File: src/rtl/mcrm_pkg.sv
// constants, formats and carrier types of the meter configuration register map
package mcrm_pkg;

    localparam int ADDR_W = 16;
    localparam int DATA_W = 32;
    localparam int PHASE_N = 3;

    ////////////////////////////////////////////////////////////////////////////////
    // register offsets
    localparam logic [15:0] OFS_REACT_A = 16'hE516;
    localparam logic [15:0] OFS_REACT_B = 16'hE517;
    localparam logic [15:0] OFS_REACT_C = 16'hE518;
    localparam logic [15:0] OFS_APPAR_A = 16'hE519;
    localparam logic [15:0] OFS_APPAR_B = 16'hE51A;
    localparam logic [15:0] OFS_APPAR_C = 16'hE51B;
    localparam logic [15:0] OFS_CHECKSUM = 16'hE51F;
    localparam logic [15:0] OFS_NOM_VOLT = 16'hE520;
    localparam logic [15:0] OFS_PEAK_STAT = 16'hE600;
    localparam logic [15:0] OFS_DELAY_0 = 16'hE601;
    localparam logic [15:0] OFS_DELAY_1 = 16'hE602;
    localparam logic [15:0] OFS_DELAY_2 = 16'hE603;
    localparam logic [15:0] OFS_PERIOD = 16'hE607;
    localparam logic [15:0] OFS_NOLOAD = 16'hE608;
    localparam logic [15:0] OFS_LINE_CYC = 16'hE60C;
    localparam logic [15:0] OFS_ZX_TOUT = 16'hE60D;
    localparam logic [15:0] OFS_COMP_MODE = 16'hE60E;
    localparam logic [15:0] OFS_GAINS = 16'hE60F;
    localparam logic [15:0] OFS_PULSE_CFG = 16'hE610;
    localparam logic [15:0] OFS_PULSE1_DEN = 16'hE611;
    localparam logic [15:0] OFS_PULSE2_DEN = 16'hE612;
    localparam logic [15:0] OFS_PULSE3_DEN = 16'hE613;
    localparam logic [15:0] OFS_TRIM_A = 16'hE614;
    localparam logic [15:0] OFS_TRIM_B = 16'hE615;
    localparam logic [15:0] OFS_TRIM_C = 16'hE616;
    localparam logic [15:0] OFS_SIGN_FLAGS = 16'hE617;
    localparam logic [15:0] OFS_DEV_CFG = 16'hE618;
    localparam logic [15:0] OFS_MEAS_MODE = 16'hE700;
    localparam logic [15:0] OFS_ACC_MODE = 16'hE701;
    localparam logic [15:0] OFS_LINE_ACCUM = 16'hE702;
    localparam logic [15:0] OFS_PEAK_CYC = 16'hE703;
    localparam logic [15:0] OFS_SAG_CYC = 16'hE704;
    localparam logic [15:0] OFS_PULSE_LATCH = 16'hE705;
    localparam logic [15:0] OFS_CAPTURE_CFG = 16'hE706;
    localparam logic [15:0] OFS_DIE_REV = 16'hE707;
    localparam logic [15:0] OFS_SS_HELPER = 16'hEBFF;
    localparam logic [15:0] OFS_LOW_POWER = 16'hEC01;

    ////////////////////////////////////////////////////////////////////////////////
    // values after reset
    localparam logic [31:0] RST_CHECKSUM = 32'h93D774E6;
    localparam logic [23:0] RST_NOM_VOLT = 24'h000000;
    localparam logic [15:0] RST_LINE_CYC = 16'hFFFF;
    localparam logic [15:0] RST_ZX_TOUT = 16'hFFFF;
    localparam logic [15:0] RST_COMP_MODE = 16'h01FF;
    localparam logic [15:0] RST_GAINS = 16'h0000;
    localparam logic [15:0] RST_PULSE_CFG = 16'h0E88;
    localparam logic [15:0] RST_PULSE_DEN = 16'h0000;
    localparam logic [9:0] RST_TRIM = 10'h000;
    localparam logic [15:0] RST_DEV_CFG = 16'h0000;
    localparam logic [7:0] RST_MEAS_MODE = 8'h16;
    localparam logic [7:0] RST_ACC_MODE = 8'h00;
    localparam logic [7:0] RST_LINE_ACCUM = 8'h78;
    localparam logic [7:0] RST_PEAK_CYC = 8'h00;
    localparam logic [7:0] RST_SAG_CYC = 8'h00;
    localparam logic [7:0] RST_PULSE_LATCH = 8'h01;
    localparam logic [7:0] RST_CAPTURE_CFG = 8'h00;
    localparam logic [7:0] RST_LOW_POWER = 8'h00;

    // transfer lengths in bytes
    localparam logic [2:0] LEN_8 = 3'h1;
    localparam logic [2:0] LEN_16 = 3'h2;
    localparam logic [2:0] LEN_32 = 3'h4;

    ////////////////////////////////////////////////////////////////////////////////
    // transfer formats
    typedef enum logic [2:0] {
        FMT_NONE,
        FMT_SE32,
        FMT_ZP32_24,
        FMT_ZP32_20,
        FMT_PLAIN32,
        FMT_PLAIN16,
        FMT_ZP16,
        FMT_PLAIN8
    } mcrm_fmt_t;

    ////////////////////////////////////////////////////////////////////////////////
    // carriers
    typedef struct packed {
        logic [PHASE_N-1:0][23:0] reactive;
        logic [PHASE_N-1:0][23:0] apparent;
        logic [PHASE_N-1:0][15:0] delay;
        logic [15:0] peakStatus;
        logic [15:0] period;
        logic [15:0] noLoad;
        logic [15:0] signFlags;
        logic checksumLoad;
        logic [31:0] checksumValue;
    } mcrm_meas_t;

    typedef struct packed {
        logic [23:0] nominalVoltage;
        logic [15:0] lineCycles;
        logic [15:0] zxTimeout;
        logic [15:0] computation_mode;
        logic [15:0] gains;
        logic [15:0] pulseCfg;
        logic [PHASE_N-1:0][15:0] pulseDen;
        logic [PHASE_N-1:0][9:0] phaseTrim;
        logic [15:0] devCfg;
        logic [7:0] measMode;
        logic [7:0] accumulation_mode;
        logic [7:0] lineAccum;
        logic [7:0] peakCycles;
        logic [7:0] sagCycles;
        logic [7:0] pulsesPerLatch;
        logic [7:0] capturePort;
        logic [7:0] lowPower;
    } mcrm_cfg_t;

    typedef struct packed {
        logic [15:0] addr;
        logic [31:0] wrData;
        logic wrEn;
        logic rdEn;
    } mcrm_req_t;

    typedef struct packed {
        logic valid;
        logic hit;
        logic [2:0] byteLen;
        logic [31:0] data;
    } mcrm_rsp_t;

endpackage

File: src/rtl/mcrm_word_format.sv
// shapes a raw register value into its transfer word
`timescale 1ns/1ps
module mcrm_word_format
    import mcrm_pkg::*;
(
    input wire mcrm_fmt_t fmt,
    input wire logic [31:0] raw,
    output logic [31:0] word,
    output logic [2:0] byteLen
);
    always_comb begin
        word = 32'h00000000;
        byteLen = LEN_32;
        case (fmt)
            FMT_SE32: begin
                word = {{8{raw[23]}}, raw[23:0]};
            end
            FMT_ZP32_24: begin
                word = {8'h00, raw[23:0]};
            end
            FMT_ZP32_20: begin
                word = {12'h000, raw[19:0]};
            end
            FMT_PLAIN32: begin
                word = raw;
            end
            FMT_PLAIN16: begin
                word = {16'h0000, raw[15:0]};
                byteLen = LEN_16;
            end
            FMT_ZP16: begin
                word = {16'h0000, 6'h00, raw[9:0]};
                byteLen = LEN_16;
            end
            FMT_PLAIN8: begin
                word = {24'h000000, raw[7:0]};
                byteLen = LEN_8;
            end
            default: begin
                word = 32'h00000000;
                byteLen = LEN_8;
            end
        endcase
    end
endmodule

File: src/rtl/mcrm_regs.sv
// register bank of the meter configuration map with readback formatting
`timescale 1ns/1ps
module mcrm_regs
    import mcrm_pkg::*;
#(
    parameter int PHASES = PHASE_N,
    parameter logic [7:0] DIE_REVISION = 8'h5A // arbitrary value
)
(
    input wire logic clock,
    input wire logic rst,
    input wire mcrm_req_t req,
    output mcrm_rsp_t rsp,
    input wire mcrm_meas_t meas,
    input wire logic pulseIn,
    input wire logic reducedPowerMode,
    output mcrm_cfg_t cfg,
    output logic [7:0] lowPowerActive,
    output logic energyLatch
);
    ////////////////////////////////////////////////////////////////////////////////
    // elaboration checks
    generate
        if (PHASES != PHASE_N) begin : g_bad_phases
            $error("mcrm_regs serves exactly three phases");
        end
        if (PHASE_N > 4) begin : g_bad_index
            $error("phase index is two bits wide");
        end
        if (ADDR_W != 16) begin : g_bad_addr
            $error("addresses are 16 bits wide");
        end
        if (DATA_W != 32) begin : g_bad_data
            $error("transfer words are 32 bits wide");
        end
        // phase windows are decoded by compare, so an overlap would shadow a register
        if (OFS_REACT_A + 16'(PHASE_N) > OFS_APPAR_A) begin : g_bad_power_map
            $error("reactive and apparent windows overlap");
        end
        if (OFS_PULSE1_DEN + 16'(PHASE_N) > OFS_TRIM_A) begin : g_bad_den_map
            $error("denominator and trim windows overlap");
        end
        if (OFS_TRIM_A + 16'(PHASE_N) > OFS_SIGN_FLAGS) begin : g_bad_trim_map
            $error("trim window runs into the sign flags");
        end
    endgenerate

    ////////////////////////////////////////////////////////////////////////////////
    // state
    typedef struct packed {
        mcrm_cfg_t cfg;
        logic [31:0] checksum;
        logic [7:0] dieRev;
        logic [7:0] latchCount;
        logic energyLatch;
        mcrm_rsp_t rsp;
    } mcrm_state_t;

    localparam mcrm_cfg_t CFG_RESET = '{
        nominalVoltage: RST_NOM_VOLT,
        lineCycles: RST_LINE_CYC,
        zxTimeout: RST_ZX_TOUT,
        computation_mode: RST_COMP_MODE,
        gains: RST_GAINS,
        pulseCfg: RST_PULSE_CFG,
        pulseDen: {PHASE_N{RST_PULSE_DEN}},
        phaseTrim: {PHASE_N{RST_TRIM}},
        devCfg: RST_DEV_CFG,
        measMode: RST_MEAS_MODE,
        accumulation_mode: RST_ACC_MODE,
        lineAccum: RST_LINE_ACCUM,
        peakCycles: RST_PEAK_CYC,
        sagCycles: RST_SAG_CYC,
        pulsesPerLatch: RST_PULSE_LATCH,
        capturePort: RST_CAPTURE_CFG,
        lowPower: RST_LOW_POWER
    };

    localparam mcrm_state_t STATE_RESET = '{
        cfg: CFG_RESET,
        checksum: RST_CHECKSUM,
        dieRev: DIE_REVISION,
        latchCount: 8'h00,
        energyLatch: 1'b0,
        rsp: '{valid: 1'b0, hit: 1'b0, byteLen: LEN_8, data: 32'h00000000}
    };

    mcrm_state_t state_reg;
    mcrm_state_t state_next;

    mcrm_fmt_t rdFmt;
    logic [31:0] rdRaw;
    logic [31:0] rdWord;
    logic [2:0] rdLen;

    ////////////////////////////////////////////////////////////////////////////////
    // decoding shared by read and write paths
    function automatic logic is_phase_reg(input logic [15:0] a, input logic [15:0] base);
        return (a >= base) && (a < base + 16'(PHASE_N));
    endfunction

    function automatic logic [1:0] phase_of(input logic [15:0] a, input logic [15:0] base);
        logic [15:0] d;
        d = a - base;
        return d[1:0];
    endfunction

    ////////////////////////////////////////////////////////////////////////////////
    // read select: live measurement values, stored configuration otherwise
    always_comb begin
        rdFmt = FMT_NONE;
        rdRaw = 32'h00000000;
        if (is_phase_reg(req.addr, OFS_REACT_A)) begin
            rdFmt = FMT_SE32;
            rdRaw = {8'h00, meas.reactive[phase_of(req.addr, OFS_REACT_A)]};
        end else if (is_phase_reg(req.addr, OFS_APPAR_A)) begin
            rdFmt = FMT_SE32;
            rdRaw = {8'h00, meas.apparent[phase_of(req.addr, OFS_APPAR_A)]};
        end else if (is_phase_reg(req.addr, OFS_DELAY_0)) begin
            rdFmt = FMT_PLAIN16;
            rdRaw = {16'h0000, meas.delay[phase_of(req.addr, OFS_DELAY_0)]};
        end else if (is_phase_reg(req.addr, OFS_PULSE1_DEN)) begin
            rdFmt = FMT_PLAIN16;
            rdRaw = {16'h0000, state_reg.cfg.pulseDen[phase_of(req.addr, OFS_PULSE1_DEN)]};
        end else if (is_phase_reg(req.addr, OFS_TRIM_A)) begin
            rdFmt = FMT_ZP16;
            rdRaw = {22'h000000, state_reg.cfg.phaseTrim[phase_of(req.addr, OFS_TRIM_A)]};
        end else begin
            case (req.addr)
                OFS_CHECKSUM: begin
                    rdFmt = FMT_PLAIN32;
                    rdRaw = state_reg.checksum;
                end
                OFS_NOM_VOLT: begin
                    rdFmt = FMT_ZP32_24;
                    rdRaw = {8'h00, state_reg.cfg.nominalVoltage};
                end
                OFS_PEAK_STAT: begin
                    rdFmt = FMT_PLAIN16;
                    rdRaw = {16'h0000, meas.peakStatus};
                end
                OFS_PERIOD: begin
                    rdFmt = FMT_PLAIN16;
                    rdRaw = {16'h0000, meas.period};
                end
                OFS_NOLOAD: begin
                    rdFmt = FMT_PLAIN16;
                    rdRaw = {16'h0000, meas.noLoad};
                end
                OFS_LINE_CYC: begin
                    rdFmt = FMT_PLAIN16;
                    rdRaw = {16'h0000, state_reg.cfg.lineCycles};
                end
                OFS_ZX_TOUT: begin
                    rdFmt = FMT_PLAIN16;
                    rdRaw = {16'h0000, state_reg.cfg.zxTimeout};
                end
                OFS_COMP_MODE: begin
                    rdFmt = FMT_PLAIN16;
                    rdRaw = {16'h0000, state_reg.cfg.computation_mode};
                end
                OFS_GAINS: begin
                    rdFmt = FMT_PLAIN16;
                    rdRaw = {16'h0000, state_reg.cfg.gains};
                end
                OFS_PULSE_CFG: begin
                    rdFmt = FMT_PLAIN16;
                    rdRaw = {16'h0000, state_reg.cfg.pulseCfg};
                end
                OFS_SIGN_FLAGS: begin
                    rdFmt = FMT_PLAIN16;
                    rdRaw = {16'h0000, meas.signFlags};
                end
                OFS_DEV_CFG: begin
                    rdFmt = FMT_PLAIN16;
                    rdRaw = {16'h0000, state_reg.cfg.devCfg};
                end
                OFS_MEAS_MODE: begin
                    rdFmt = FMT_PLAIN8;
                    rdRaw = {24'h000000, state_reg.cfg.measMode};
                end
                OFS_ACC_MODE: begin
                    rdFmt = FMT_PLAIN8;
                    rdRaw = {24'h000000, state_reg.cfg.accumulation_mode};
                end
                OFS_LINE_ACCUM: begin
                    rdFmt = FMT_PLAIN8;
                    rdRaw = {24'h000000, state_reg.cfg.lineAccum};
                end
                OFS_PEAK_CYC: begin
                    rdFmt = FMT_PLAIN8;
                    rdRaw = {24'h000000, state_reg.cfg.peakCycles};
                end
                OFS_SAG_CYC: begin
                    rdFmt = FMT_PLAIN8;
                    rdRaw = {24'h000000, state_reg.cfg.sagCycles};
                end
                OFS_PULSE_LATCH: begin
                    rdFmt = FMT_PLAIN8;
                    rdRaw = {24'h000000, state_reg.cfg.pulsesPerLatch};
                end
                OFS_CAPTURE_CFG: begin
                    rdFmt = FMT_PLAIN8;
                    rdRaw = {24'h000000, state_reg.cfg.capturePort};
                end
                OFS_DIE_REV: begin
                    rdFmt = FMT_PLAIN8;
                    rdRaw = {24'h000000, state_reg.dieRev};
                end
                OFS_LOW_POWER: begin
                    rdFmt = FMT_PLAIN8;
                    rdRaw = {24'h000000, state_reg.cfg.lowPower};
                end
                default: begin
                    // reserved and unmapped locations, slave select helper among them
                    rdFmt = FMT_NONE;
                    rdRaw = 32'h00000000;
                end
            endcase
        end
    end

    mcrm_word_format u_format (
        .fmt(rdFmt),
        .raw(rdRaw),
        .word(rdWord),
        .byteLen(rdLen)
    );

    ////////////////////////////////////////////////////////////////////////////////
    // next state
    always_comb begin
        state_next = state_reg;
        state_next.energyLatch = 1'b0;
        state_next.rsp.valid = 1'b0;

        // checksum is recomputed elsewhere; host writes never reach it
        if (meas.checksumLoad) begin
            state_next.checksum = meas.checksumValue;
        end

        if (req.wrEn) begin
            if (is_phase_reg(req.addr, OFS_PULSE1_DEN)) begin
                state_next.cfg.pulseDen[phase_of(req.addr, OFS_PULSE1_DEN)] =
                    req.wrData[15:0];
            end else if (is_phase_reg(req.addr, OFS_TRIM_A)) begin
                state_next.cfg.phaseTrim[phase_of(req.addr, OFS_TRIM_A)] =
                    req.wrData[9:0];
            end else begin
                case (req.addr)
                    OFS_NOM_VOLT: begin
                        state_next.cfg.nominalVoltage = req.wrData[23:0];
                    end
                    OFS_LINE_CYC: begin
                        state_next.cfg.lineCycles = req.wrData[15:0];
                    end
                    OFS_ZX_TOUT: begin
                        state_next.cfg.zxTimeout = req.wrData[15:0];
                    end
                    OFS_COMP_MODE: begin
                        state_next.cfg.computation_mode = req.wrData[15:0];
                    end
                    OFS_GAINS: begin
                        state_next.cfg.gains = req.wrData[15:0];
                    end
                    OFS_PULSE_CFG: begin
                        state_next.cfg.pulseCfg = req.wrData[15:0];
                    end
                    OFS_DEV_CFG: begin
                        state_next.cfg.devCfg = req.wrData[15:0];
                    end
                    OFS_MEAS_MODE: begin
                        state_next.cfg.measMode = req.wrData[7:0];
                    end
                    OFS_ACC_MODE: begin
                        state_next.cfg.accumulation_mode = req.wrData[7:0];
                    end
                    OFS_LINE_ACCUM: begin
                        state_next.cfg.lineAccum = req.wrData[7:0];
                    end
                    OFS_PEAK_CYC: begin
                        state_next.cfg.peakCycles = req.wrData[7:0];
                    end
                    OFS_SAG_CYC: begin
                        state_next.cfg.sagCycles = req.wrData[7:0];
                    end
                    OFS_PULSE_LATCH: begin
                        state_next.cfg.pulsesPerLatch = req.wrData[7:0];
                    end
                    OFS_CAPTURE_CFG: begin
                        state_next.cfg.capturePort = req.wrData[7:0];
                    end
                    OFS_DIE_REV: begin
                        state_next.dieRev = req.wrData[7:0];
                    end
                    OFS_LOW_POWER: begin
                        state_next.cfg.lowPower = req.wrData[7:0];
                    end
                    default: begin
                        // read-only, reserved and unmapped writes are dropped
                        state_next.cfg = state_reg.cfg;
                    end
                endcase
            end
        end

        // a pulse count of zero behaves as one, so the latch can never stall
        // a lowered limit below the running count latches on the next pulse
        if (pulseIn) begin
            if ((state_reg.latchCount + 8'h01) >= state_reg.cfg.pulsesPerLatch) begin
                state_next.latchCount = 8'h00;
                state_next.energyLatch = 1'b1;
            end else begin
                state_next.latchCount = state_reg.latchCount + 8'h01;
            end
        end

        if (req.rdEn) begin
            state_next.rsp.valid = 1'b1;
            state_next.rsp.hit = (rdFmt != FMT_NONE);
            state_next.rsp.byteLen = rdLen;
            state_next.rsp.data = rdWord;
        end
    end

    always_ff @(posedge clock or posedge rst) begin
        if (rst) begin
            state_reg <= STATE_RESET;
        end else begin
            state_reg <= state_next;
        end
    end

    ////////////////////////////////////////////////////////////////////////////////
    // outputs
    assign rsp = state_reg.rsp;
    assign cfg = state_reg.cfg;
    assign energyLatch = state_reg.energyLatch;
    // settings only take effect while the reduced power mode is active
    assign lowPowerActive = reducedPowerMode ? state_reg.cfg.lowPower : 8'h00;

endmodule

File: config.mk
export PLATFORM = sky130hd
export DESIGN_NAME = mcrm_regs
export DESIGN_NICKNAME = d
export VERILOG_FILES = /design/src/rtl/mcrm_pkg.sv /design/src/rtl/mcrm_word_format.sv /design/src/rtl/mcrm_regs.sv
export SDC_FILE = /design/constraint.sdc
export NUM_CORES = 1
export LEC_CHECK = 0
export BUFFER_PORTS_ARGS = -buffer_cell sky130_fd_sc_hd__buf_4
export CORE_AREA = 10 10 248 250
export DETAILED_ROUTE_END_ITERATION = 8
export DIE_AREA = 0 0 258 260
export HOLD_SLACK_MARGIN = 0.12
export PLACE_DENSITY = 0.76
export SLEW_MARGIN = 15
export SYNTH_ARGS = -nofsm -noshare
export SYNTH_HDL_FRONTEND = slang
export SYNTH_SLANG_ARGS = --single-unit
File: constraint.sdc
create_clock -name clock -period 11.2 [get_ports clock]
set_clock_uncertainty 0.15 [all_clocks]
set_input_delay 1.12 -clock clock [delete_from_list [all_inputs] [get_ports clock]]
set_output_delay 1.12 -clock clock [all_outputs]
set_load 0.01 [all_outputs]
# == Word level (Yosys, flattened, before mapping) ==
# Index checks and enable logic that the tools add are counted.
# classes
addsub,6
n_mul,0
div_mod_pow,0
magnitude_cmp,18
eq_ne,28
shifts,0
muxes,36
n_bitwise,2
n_reduce_logical,30
# ops
operator,n
case mux 32 bit (21 select lines),1
equality test 16 bit (second input constant),21
case mux 32 bit (7 select lines),1
2-to-1 mux 32 bit,5
binary-select mux 24 bit (select 2 bit),2
>= comparator 16 bit (second input constant),5
less-than comparator 16 bit (second input constant),5
binary-select mux 16 bit (select 2 bit),2
AND reduction 4 bit,16
bitwise mux 48 bit,1
2-to-1 mux 16 bit,3
2-to-1 mux 24 bit,2
2-to-1 mux 48 bit,1
2-to-1 mux 37 bit,1
demux 16 bit (select 2 bit),1
bitwise mux 30 bit,1
binary-select mux 10 bit (select 2 bit),1
demux 10 bit (select 2 bit),1
2-to-1 mux 10 bit,2
2-to-1 mux 8 bit,2
less-than comparator 2 x 3 -> 1 bit (second input constant),5
2-to-1 mux 3 bit,5
equality test 3 bit (second input constant),4
case mux 3 bit (4 select lines),1
other kinds (18),31
# word_totals
reg_bits,348
latch_bits,0
ram_bits,0
romBits,0
input_bits,343
out_inout_bits,308
word_cells,149
mem_count,0

# == Logic depth before layout (Yosys ltp) ==
# Gate-level depths: netlist (run 1).
# depth
ltp_word,12
ltp_mapped,15
depth_no_buf,10

# == Hierarchy ==
# Synthesis (run 1) repeated with hierarchy kept, for this count alone.
# unflattened
hier_cells,1920
hier_area_um2,21220.4
# by_module_without_submodules
mod,n_inst,cells_per_inst,area_each_um2,seq_area_each_um2
mcrm_regs,1,1859,20811.2,8805.9
mcrm_word_format,1,61,409.1,0.0

# == Worst setup path after synthesis (run 1) ==
# Ideal clock, no wire load.
# synth_timing
kind,input to register
start,input req[34] (netlist bit)
end,"register state_reg, in the netlist cfg[158]"
setup_time_ns,0.125
arrival_ns,4.397
required_time_ns,10.925
slack_ns,6.528
path_stages,13
path_buffers,6
cell_sequence,clkbuf_1 > inv_1 > clkbuf_1 > clkbuf_1 > ha_1 > clkbuf_1 > or4b_2 > nor2_1 > buf_2 > nand2_1 > nor2_2 > buf_2 > mux2_2
# synth_between
elab_chain_cells,4
elab_cells_between_ends,10
classes_between,4 x order compare; 1 x eq/ne; 2 x bitwise; 3 x reduce/logical
# synth_lines
element,line_no,text
start: declaration,mcrm_regs.sv:12,"input wire mcrm_req_t req,"
>= comparator 16 bit / less-than comparator 16 bit (equally long branches),mcrm_regs.sv:99,return (a >= base) && (a < base + 16'(PHASE_N));
logical AND 1 bit,mcrm_regs.sv:99,
inverter 1 bit (no line),-,
AND reduction 4 bit (no line) (*),-,
end signal: assignment,mcrm_regs.sv:330,state_reg <= state_next;
end: declaration,mcrm_regs.sv:88,mcrm_state_t state_reg;
# Every way passes the cells marked *; elsewhere a longest branch is shown, timed or not.
# A chain may end at the register's enable or synchronous reset.

# == Worst setup path in the final report (run 1) ==
# layout_timing
start,input req[34] (netlist bit)
end,"register state_reg, in the netlist rsp[9]"
# layout_between
elab_chain_cells,10
elab_cells_between_ends,73
classes_between,5 x add/sub; 10 x order compare; 28 x eq/ne; 23 x mux; 7 x reduce/logical
# layout_lines
element,line_no,text
equality test 16 bit,mcrm_regs.sv:129,case (req.addr)
OR reduction 10 bit (no line) / OR reduction 9 bit (equally long branches),-,
case mux 3 bit (4 select lines),mcrm_regs.sv:129,
2-to-1 mux 3 bit,mcrm_regs.sv:125,"end else if (is_phase_reg(req.addr, OFS_TRIM_A)) begin"
2-to-1 mux 3 bit,mcrm_regs.sv:122,"end else if (is_phase_reg(req.addr, OFS_PULSE1_DEN)) begin"
2-to-1 mux 3 bit,mcrm_regs.sv:119,"end else if (is_phase_reg(req.addr, OFS_DELAY_0)) begin"
2-to-1 mux 3 bit,mcrm_regs.sv:116,"end else if (is_phase_reg(req.addr, OFS_APPAR_A)) begin"
2-to-1 mux 3 bit,mcrm_regs.sv:113,"if (is_phase_reg(req.addr, OFS_REACT_A)) begin"
equality test 3 bit (tied with other cells),mcrm_word_format.sv:14,case (fmt)
case mux 32 bit (7 select lines) (*),mcrm_word_format.sv:14,
# Every way passes the cells marked *; elsewhere a longest branch is shown, timed or not. The select of a mux whose other input is x is not followed.

==> results by group, run 1 <==
Status
  – Outcome: finished, final reports clean

Layout
  – Max reg flops: 262
  – Final Cell Area: 26040 sq um
  – Final nets: 2592
  – Non-filler cells, final: 3038
  – Layout cells sized above 1: 0.5306
  – Most frequent cells in the layout: buf_4, mux2_2, dfrtp_1
  – Most common cell after layout, fill and taps aside: buf_4
  – Syn-to-layout area delta: 22.59%
  – Fillers: 5172

Synth
  – Yosys cell types: 80
  – Async SR Flop Fraction: 1.000
  – Syn avg cell area: 10.86 sq um
  – Ys Warns: 0
  – Syn Nets: 2313
  – Mapped Cells: 1956
  – EDFF count, synth: 0
  – Post-Syn Area: 21240 sq um
  – Share of the yosys chip area belonging to registers: 0.4145
  – Top FF cell, synth: dfrtp_1
  – Synth Register Bits: 348

Die
  – Die area: 67080 sq um
  – Core area: 56280 sq um
  – Initial Utilization: 0.3775
  – Die Span X: 258 microns
  – Num rows: 87
  – Die Height: 260 microns
  – Io pins: 651

Setup path
  – Cells along the critical path: buf_4, inv_2, buf_4, ha_4, or4b_2, nor2_2, and2_1, a221oi_1, and4_1, a211o_1, a21oi_1
  – Setup crit end kind: flop
  – Critical path depth: 11
  – CP max FO: 40
  – Crit path required time: 11550 ps
  – Most used cell along the critical path: buf_4
  – RR Endpoint: state_reg[43]
  – Critical path's slowest cell: nor2_2
  – CP peak stage delay: 940 ps
  – Reg2reg setup slack: 7980 ps
  – CP startpoint kind: input pin
  – Reg2reg path depth: 10
  – Crit path buffers/inverters: 3
  – Crit path DAT: 5930 ps
  – Delay-heaviest family, CP: simple AND/OR/NAND/NOR gates
  – Crit Path Class: input pin to flop
  – Crit path launch: req[34]
  – Worst reg2reg startpoint: state_reg[38]

Timing
  – Fin. Hold Viols: 0
  – Final Max Slew Viols: 0
  – Worst rel slew slack: 0.1183
  – Post-route clock period utilization: 0.4988
  – Tmin final: 5586 ps
  – Max Freq: 0.1790 GHz
  – Final setup violating endpoints: 0
  – Worst slew pin tran: 1289 ps
  – RSZ-0062 raised after global routing: false
  – Setup TNS: 0 ps

Min path
  – Cell count of the worst hold path: 1
  – HP Class: flop to flop
  – Min-Delay Endpoint: rsp[5]
  – Hold Startpoint: rsp[5]

Clock network
  – Clock slew seen by the registers of the worst setup and hold paths: 60 ps
  – Hold bufs inserted after CTS: 0
  – Skew-Pair Late Insertion Delay: 580 ps
  – TritonCTS clock tree: done
  – Clock Sink Count: 348
  – Clk root buf: clkbuf_16
  – Total CTS buffers: 43
  – # H-tree levels: 2
  – Gates resized, CTS repair: 0
  – CTS max path bufs: 3
  – Setup Buffers After CTS: 0

Pwr
  – Peak supply drop: 0.1000 mV
  – Leakage power: 0.01244 uW
  – PwrDens: 119.5 nW/um^2

Detailed routing
  – Wire length per cell: 34.86 microns
  – Via count: 18084
  – DRC Markers: 0
  – Routed Antenna Nets: 0
  – Final WL: 105.9 mm
  – Initial DRC count: 2053
  – Vias per std cell: 5.953
  – Drt pass-1 iters: 7

Job
  – Maxcap violations: 0

Global routing
  – Antenna violations before repair: 25
  – Largest net degree at the start of global routing: 80
  – First-pass GRT wire length: 145.5 mm
  – Top Usage Layer GRT: met2
  – GR Util met3: 0.09665
  – Met1 usage in global routing: 0.3351
  – Total Routing Usage GR: 0.3004
  – Number of global-route vias before repair: 18607
  – Met2 usage: 0.5123
  – Grt total ovfl: 0

Placed design
  – Number of port buffers: 642
  – Final GP Congestion: 0.9171
  – Placed cell area: 24500 sq um
  – Placed cell count: 2945
  – Post-DP HPWL: 81.80 mm
==> layer usage <==
layer	up-vias	part of all wire	wire length, microns
li1	7498	-	-
met5	-	0.0017	175
met1	9099	0.36	38050
met2	1166	0.49	51400
met3	297	0.10	10610
met4	24	0.053	5659
==> per-stage QoR <==
step                hold WS (ps)  total power [uW]    util  setup WS [ps]
finish                     346.5              3113  0.4627           5614
floorplan                  304.9              1459       -          409.0
global route               358.0              3200  0.4623           5580
global placement           318.9              1633  0.4353           5308
detailed placement         328.8              1639  0.4353           5235
CTS                        345.4              3124  0.4619           5820
==> how the worst max path moves through the flow <==
stage,endpoint
after global routing,rsp[8]
after detailed placement,rsp[9]
final,rsp[9]
after CTS,rsp[9]
after global placement,rsp[2]
after floorplan,cfg[0]
==> report_power, final <==
part           switching, uW  internal, uW
Combinational            185           140
Sequential              13.5          1280
Clock                    579           912
Total                    778          2340
==> area by class of cell <==
type | instances | area [sq um] | share of cell area
clock buffer | 67 | 1299 | 0.04987
sequential | 348 | 8806 | 0.3381
multi-input combinational | 1138 | 9555 | 0.3669
inverter | 25 | 101.3 | 0.003892
timing repair buffer | 679 | 5105 | 0.1960
clock inverter | 12 | 197.7 | 0.007591
antenna | 13 | 32.53 | 0.001249
tap | 756 | 945.9 | 0.03632
==> logic make-up after synthesis <==
kind of cell	Yosys count	share of synthesized area
flops	348	0.4145
buf+inv	470	0.1392
simple gates	387	0.1020
xor+xnor	6	0.002474
compound gates	335	0.1180
fa+ha+maj	14	0.008246
mux	396	0.2155
==> cell usage after synthesis, drive strengths merged, types with 4 or more instances <==
| master | number | area share |
|---|---|---|
| buf | 343 | 0.12 |
| mux2 | 341 | 0.19 |
| dfrtp | 270 | 0.32 |
| clkbuf | 102 | 0.018 |
| dfstp | 78 | 0.096 |
| nor2 | 76 | 0.014 |
| nand2 | 67 | 0.012 |
| a21oi | 58 | 0.014 |
| mux2i | 55 | 0.026 |
| nand3 | 53 | 0.013 |
| and3 | 50 | 0.015 |
| a22oi | 43 | 0.015 |
| a221oi | 40 | 0.016 |
| o21ai | 40 | 0.0094 |
| a222oi | 25 | 0.012 |
| and2 | 25 | 0.0075 |
| inv | 25 | 0.0044 |
| nand4 | 25 | 0.0074 |
| a32oi | 17 | 0.0070 |
| nor3 | 16 | 0.0040 |
| o2bb2ai | 16 | 0.0066 |
| nor4 | 15 | 0.0057 |
| a2111oi | 14 | 0.0058 |
| ha | 14 | 0.0082 |
| o22ai | 13 | 0.0038 |
| a21o | 9 | 0.0032 |
| nor2b | 8 | 0.0024 |
| o211ai | 8 | 0.0028 |
| a22o | 7 | 0.0029 |
| a31oi | 7 | 0.0028 |
| nand2b | 7 | 0.0021 |
| or4b | 7 | 0.0033 |
| a211oi | 6 | 0.0021 |
| and4 | 6 | 0.0025 |
| o2111ai | 6 | 0.0025 |
| nand4b | 5 | 0.0021 |
| nor4b | 5 | 0.0021 |
| xnor2 | 5 | 0.0021 |
| a221o | 4 | 0.0019 |
| a32o | 4 | 0.0019 |
| nand3b | 4 | 0.0020 |
| o221ai | 4 | 0.0016 |
| or2 | 4 | 0.0012 |
Power figures use the tool's default switching activity.
==> inputs of run 2 (changes only) <==
--- a/config.mk
+++ b/config.mk
@@ -6,11 +6,11 @@
 export NUM_CORES = 1
 export LEC_CHECK = 0
 export BUFFER_PORTS_ARGS = -buffer_cell sky130_fd_sc_hd__buf_4
-export CORE_AREA = 10 10 248 250
+export CORE_AREA = 10 10 244 246
 export DETAILED_ROUTE_END_ITERATION = 8
-export DIE_AREA = 0 0 258 260
+export DIE_AREA = 0 0 254 256
 export HOLD_SLACK_MARGIN = 0.12
-export PLACE_DENSITY = 0.76
+export PLACE_DENSITY = 0.75
 export SLEW_MARGIN = 15
 export SYNTH_ARGS = -nofsm -noshare
 export SYNTH_HDL_FRONTEND = slang
==> constraint.sdc (replaced) <==
create_clock -name clock -period 5.75 [get_ports clock]
set_clock_uncertainty 0.15 [all_clocks]
set_input_delay 0.575 -clock clock [delete_from_list [all_inputs] [get_ports clock]]
set_output_delay 0.575 -clock clock [all_outputs]
set_load 0.01 [all_outputs]
==> results by group, run 2 (synthesized netlist as in run 1, its figures left out) <==
Detailed routing
  – Final WL: 103.4 mm
  – Routed Antenna Nets: 0
  – Wire length per cell: 34.12 microns
  – DRC Markers: 0
  – Drt pass-1 iters: 8
  – Vias per std cell: 6.022
  – Initial DRC count: 2047
  – Via count: 18246

Placed design
  – Final GP Congestion: 0.9440
  – Placed cell count: 2895
  – Post-DP HPWL: 80.18 mm
  – Number of port buffers: 642
  – Dpl ws: 1246 ps

Global routing
  – Number of global-route vias before repair: 18597
  – Grt total ovfl: 0
  – Met1 usage in global routing: 0.3520
  – GR Util met3: 0.07868
  – Antenna violations before repair: 25
  – Largest net degree at the start of global routing: 175
  – Top Usage Layer GRT: met2
  – Total Routing Usage GR: 0.3045
  – First-pass GRT wire length: 142.5 mm
  – Met2 usage: 0.5105

Pwr
  – Sequential Power Share: 0.425
  – Switching pwr: 1504 uW
  – Peak supply drop: 0.1848 mV
  – Leakage power: 0.01256 uW
  – Clock share of power: 0.463
  – Comb pwr share: 0.111
  – Sw Ratio: 0.2537
  – Power Internal: 4425 uW
  – PwrDens: 225.2 nW/um^2

Timing
  – Tmin final: 4118 ps
  – Final setup violating endpoints: 0
  – Fin worst setup slack: 1632 ps
  – Fin. Hold Viols: 0
  – RSZ-0062 raised after global routing: false
  – Hold_ws: 172.0 ps
  – Post-route clock period utilization: 0.7162
  – Final Max Slew Viols: 0
  – Worst slew pin tran: 1233 ps
  – Setup TNS: 0 ps
  – Worst rel slew slack: 0.1770
  – Max Freq: 0.2428 GHz

Setup path
  – CP peak stage delay: 900 ps
  – Worst reg2reg startpoint: state_reg[38]
  – CP max FO: 19
  – Crit path buffers/inverters: 3
  – Delay-heaviest family, CP: compound AO/OA/AOI/OAI gates
  – CP startpoint kind: input pin
  – Crit path required time: 6040 ps
  – Crit Path Class: input pin to flop
  – Cells along the critical path: buf_4, inv_2, ha_4, or4b_2, nor2_1, and3_1, a2111oi_0, nand4_1, a2111oi_0, buf_4, o22ai_1
  – Crit path DAT: 4410 ps
  – Crit path launch: req[34]
  – Setup crit end kind: flop
  – Critical path's slowest cell: a2111oi_0

Die
  – Initial Utilization: 0.3886
  – Core area: 54660 sq um
  – Die Height: 256 microns
  – Num rows: 86
  – Die area: 65020 sq um
  – Io pins: 651
  – Die Span X: 254 microns

Layout
  – Max reg flops: 262
  – Fillers: 4958
  – Most frequent cells in the layout: buf_4, mux2_2, dfrtp_1
  – Layout cells sized above 1: 0.5199
  – Most common cell after layout, fill and taps aside: buf_4
  – Non-filler cells, final: 3030
  – Syn-to-layout area delta: 23.93%
  – Final nets: 2632

Clock network
  – Skew-Pair Late Insertion Delay: 580 ps
  – Clk root buf: clkbuf_16
  – # H-tree levels: 2
  – Clock Sink Count: 348
  – CTS max path bufs: 3
  – Clock slew seen by the registers of the worst setup and hold paths: 60 ps
  – Total CTS buffers: 41
  – TritonCTS clock tree: done

Min path
  – Hold Startpoint: pulseIn
  – HP Class: input pin to flop

Status
  – Outcome: finished, final reports clean

Job
  – Maxcap violations: 0
run 2: cell count changes in the layout (fill, tap and decap cells not counted), sizes merged, moves of 2 or more:
cell	delta
clkbuf	-4
diode	+7
dlygate4sd3	+41
inv	-2
run 2: worst paths after layout:
kind,endpoint,cells past startpoint,slack [ps]
min,state_reg[38],2,170
min in group asynchronous,cfg[39],3,470
max in group asynchronous,state_reg[81],4,3610
min reg2reg,rsp[35],1,340
max,rsp[6],11,1630
max reg2reg,state_reg[43],10,2470
run 2: metal layers:
| metal | vias up | routed length, microns |
|---|---|---|
| met3 | 269 | 9628 |
| met4 | 12 | 5721 |
| met5 | - | 91 |
| met1 | 9242 | 38350 |
| met2 | 1153 | 49600 |
| li1 | 7570 | - |
run 2: repair_timing:
action / in CTS / in global routing
buffers inserted: 0 / 0
endpoints found under the hold margin: 44 / 0
resized for setup: 0 / 0
hold buffers: 41 / 0
run 2: area by class of cell:
type,instances,area (sq um),share of cell area
multi-input cells,1138,9550,0.3628
flip-flops and latches,348,8806,0.3345
repair buffers,721,5553,0.2109
clock buffers,63,1210,0.04596
well taps,704,880.8,0.03346
clock inverters,11,178.9,0.006796
inverters,25,97.59,0.003707
diodes,20,50.05,0.001901
run 2: stage by stage:
| stage | cell area, sq um | power [uW] | util |
|---|---|---|---|
| finish | 26330 | 5929 | 0.4816 |
| global placement | 24470 | 3178 | 0.4477 |
| CTS | 26280 | 5947 | 0.4807 |
| floorplan | 21250 | 2843 | - |
| global route | 26310 | 6086 | 0.4813 |
| detailed placement | 24480 | 3190 | 0.4478 |
run 2: power by group through the flow:
stage          clock network (uW)  registers [uW]  logic (uW)
2_1_floorplan                   0            2560         287
3_3_place_gp                    0            2560         617
3_5_place_dp                    0            2560         627
4_1_cts                      2770            2520         654
5_1_grt                      2860            2520         698
6_report                     2750            2520         660
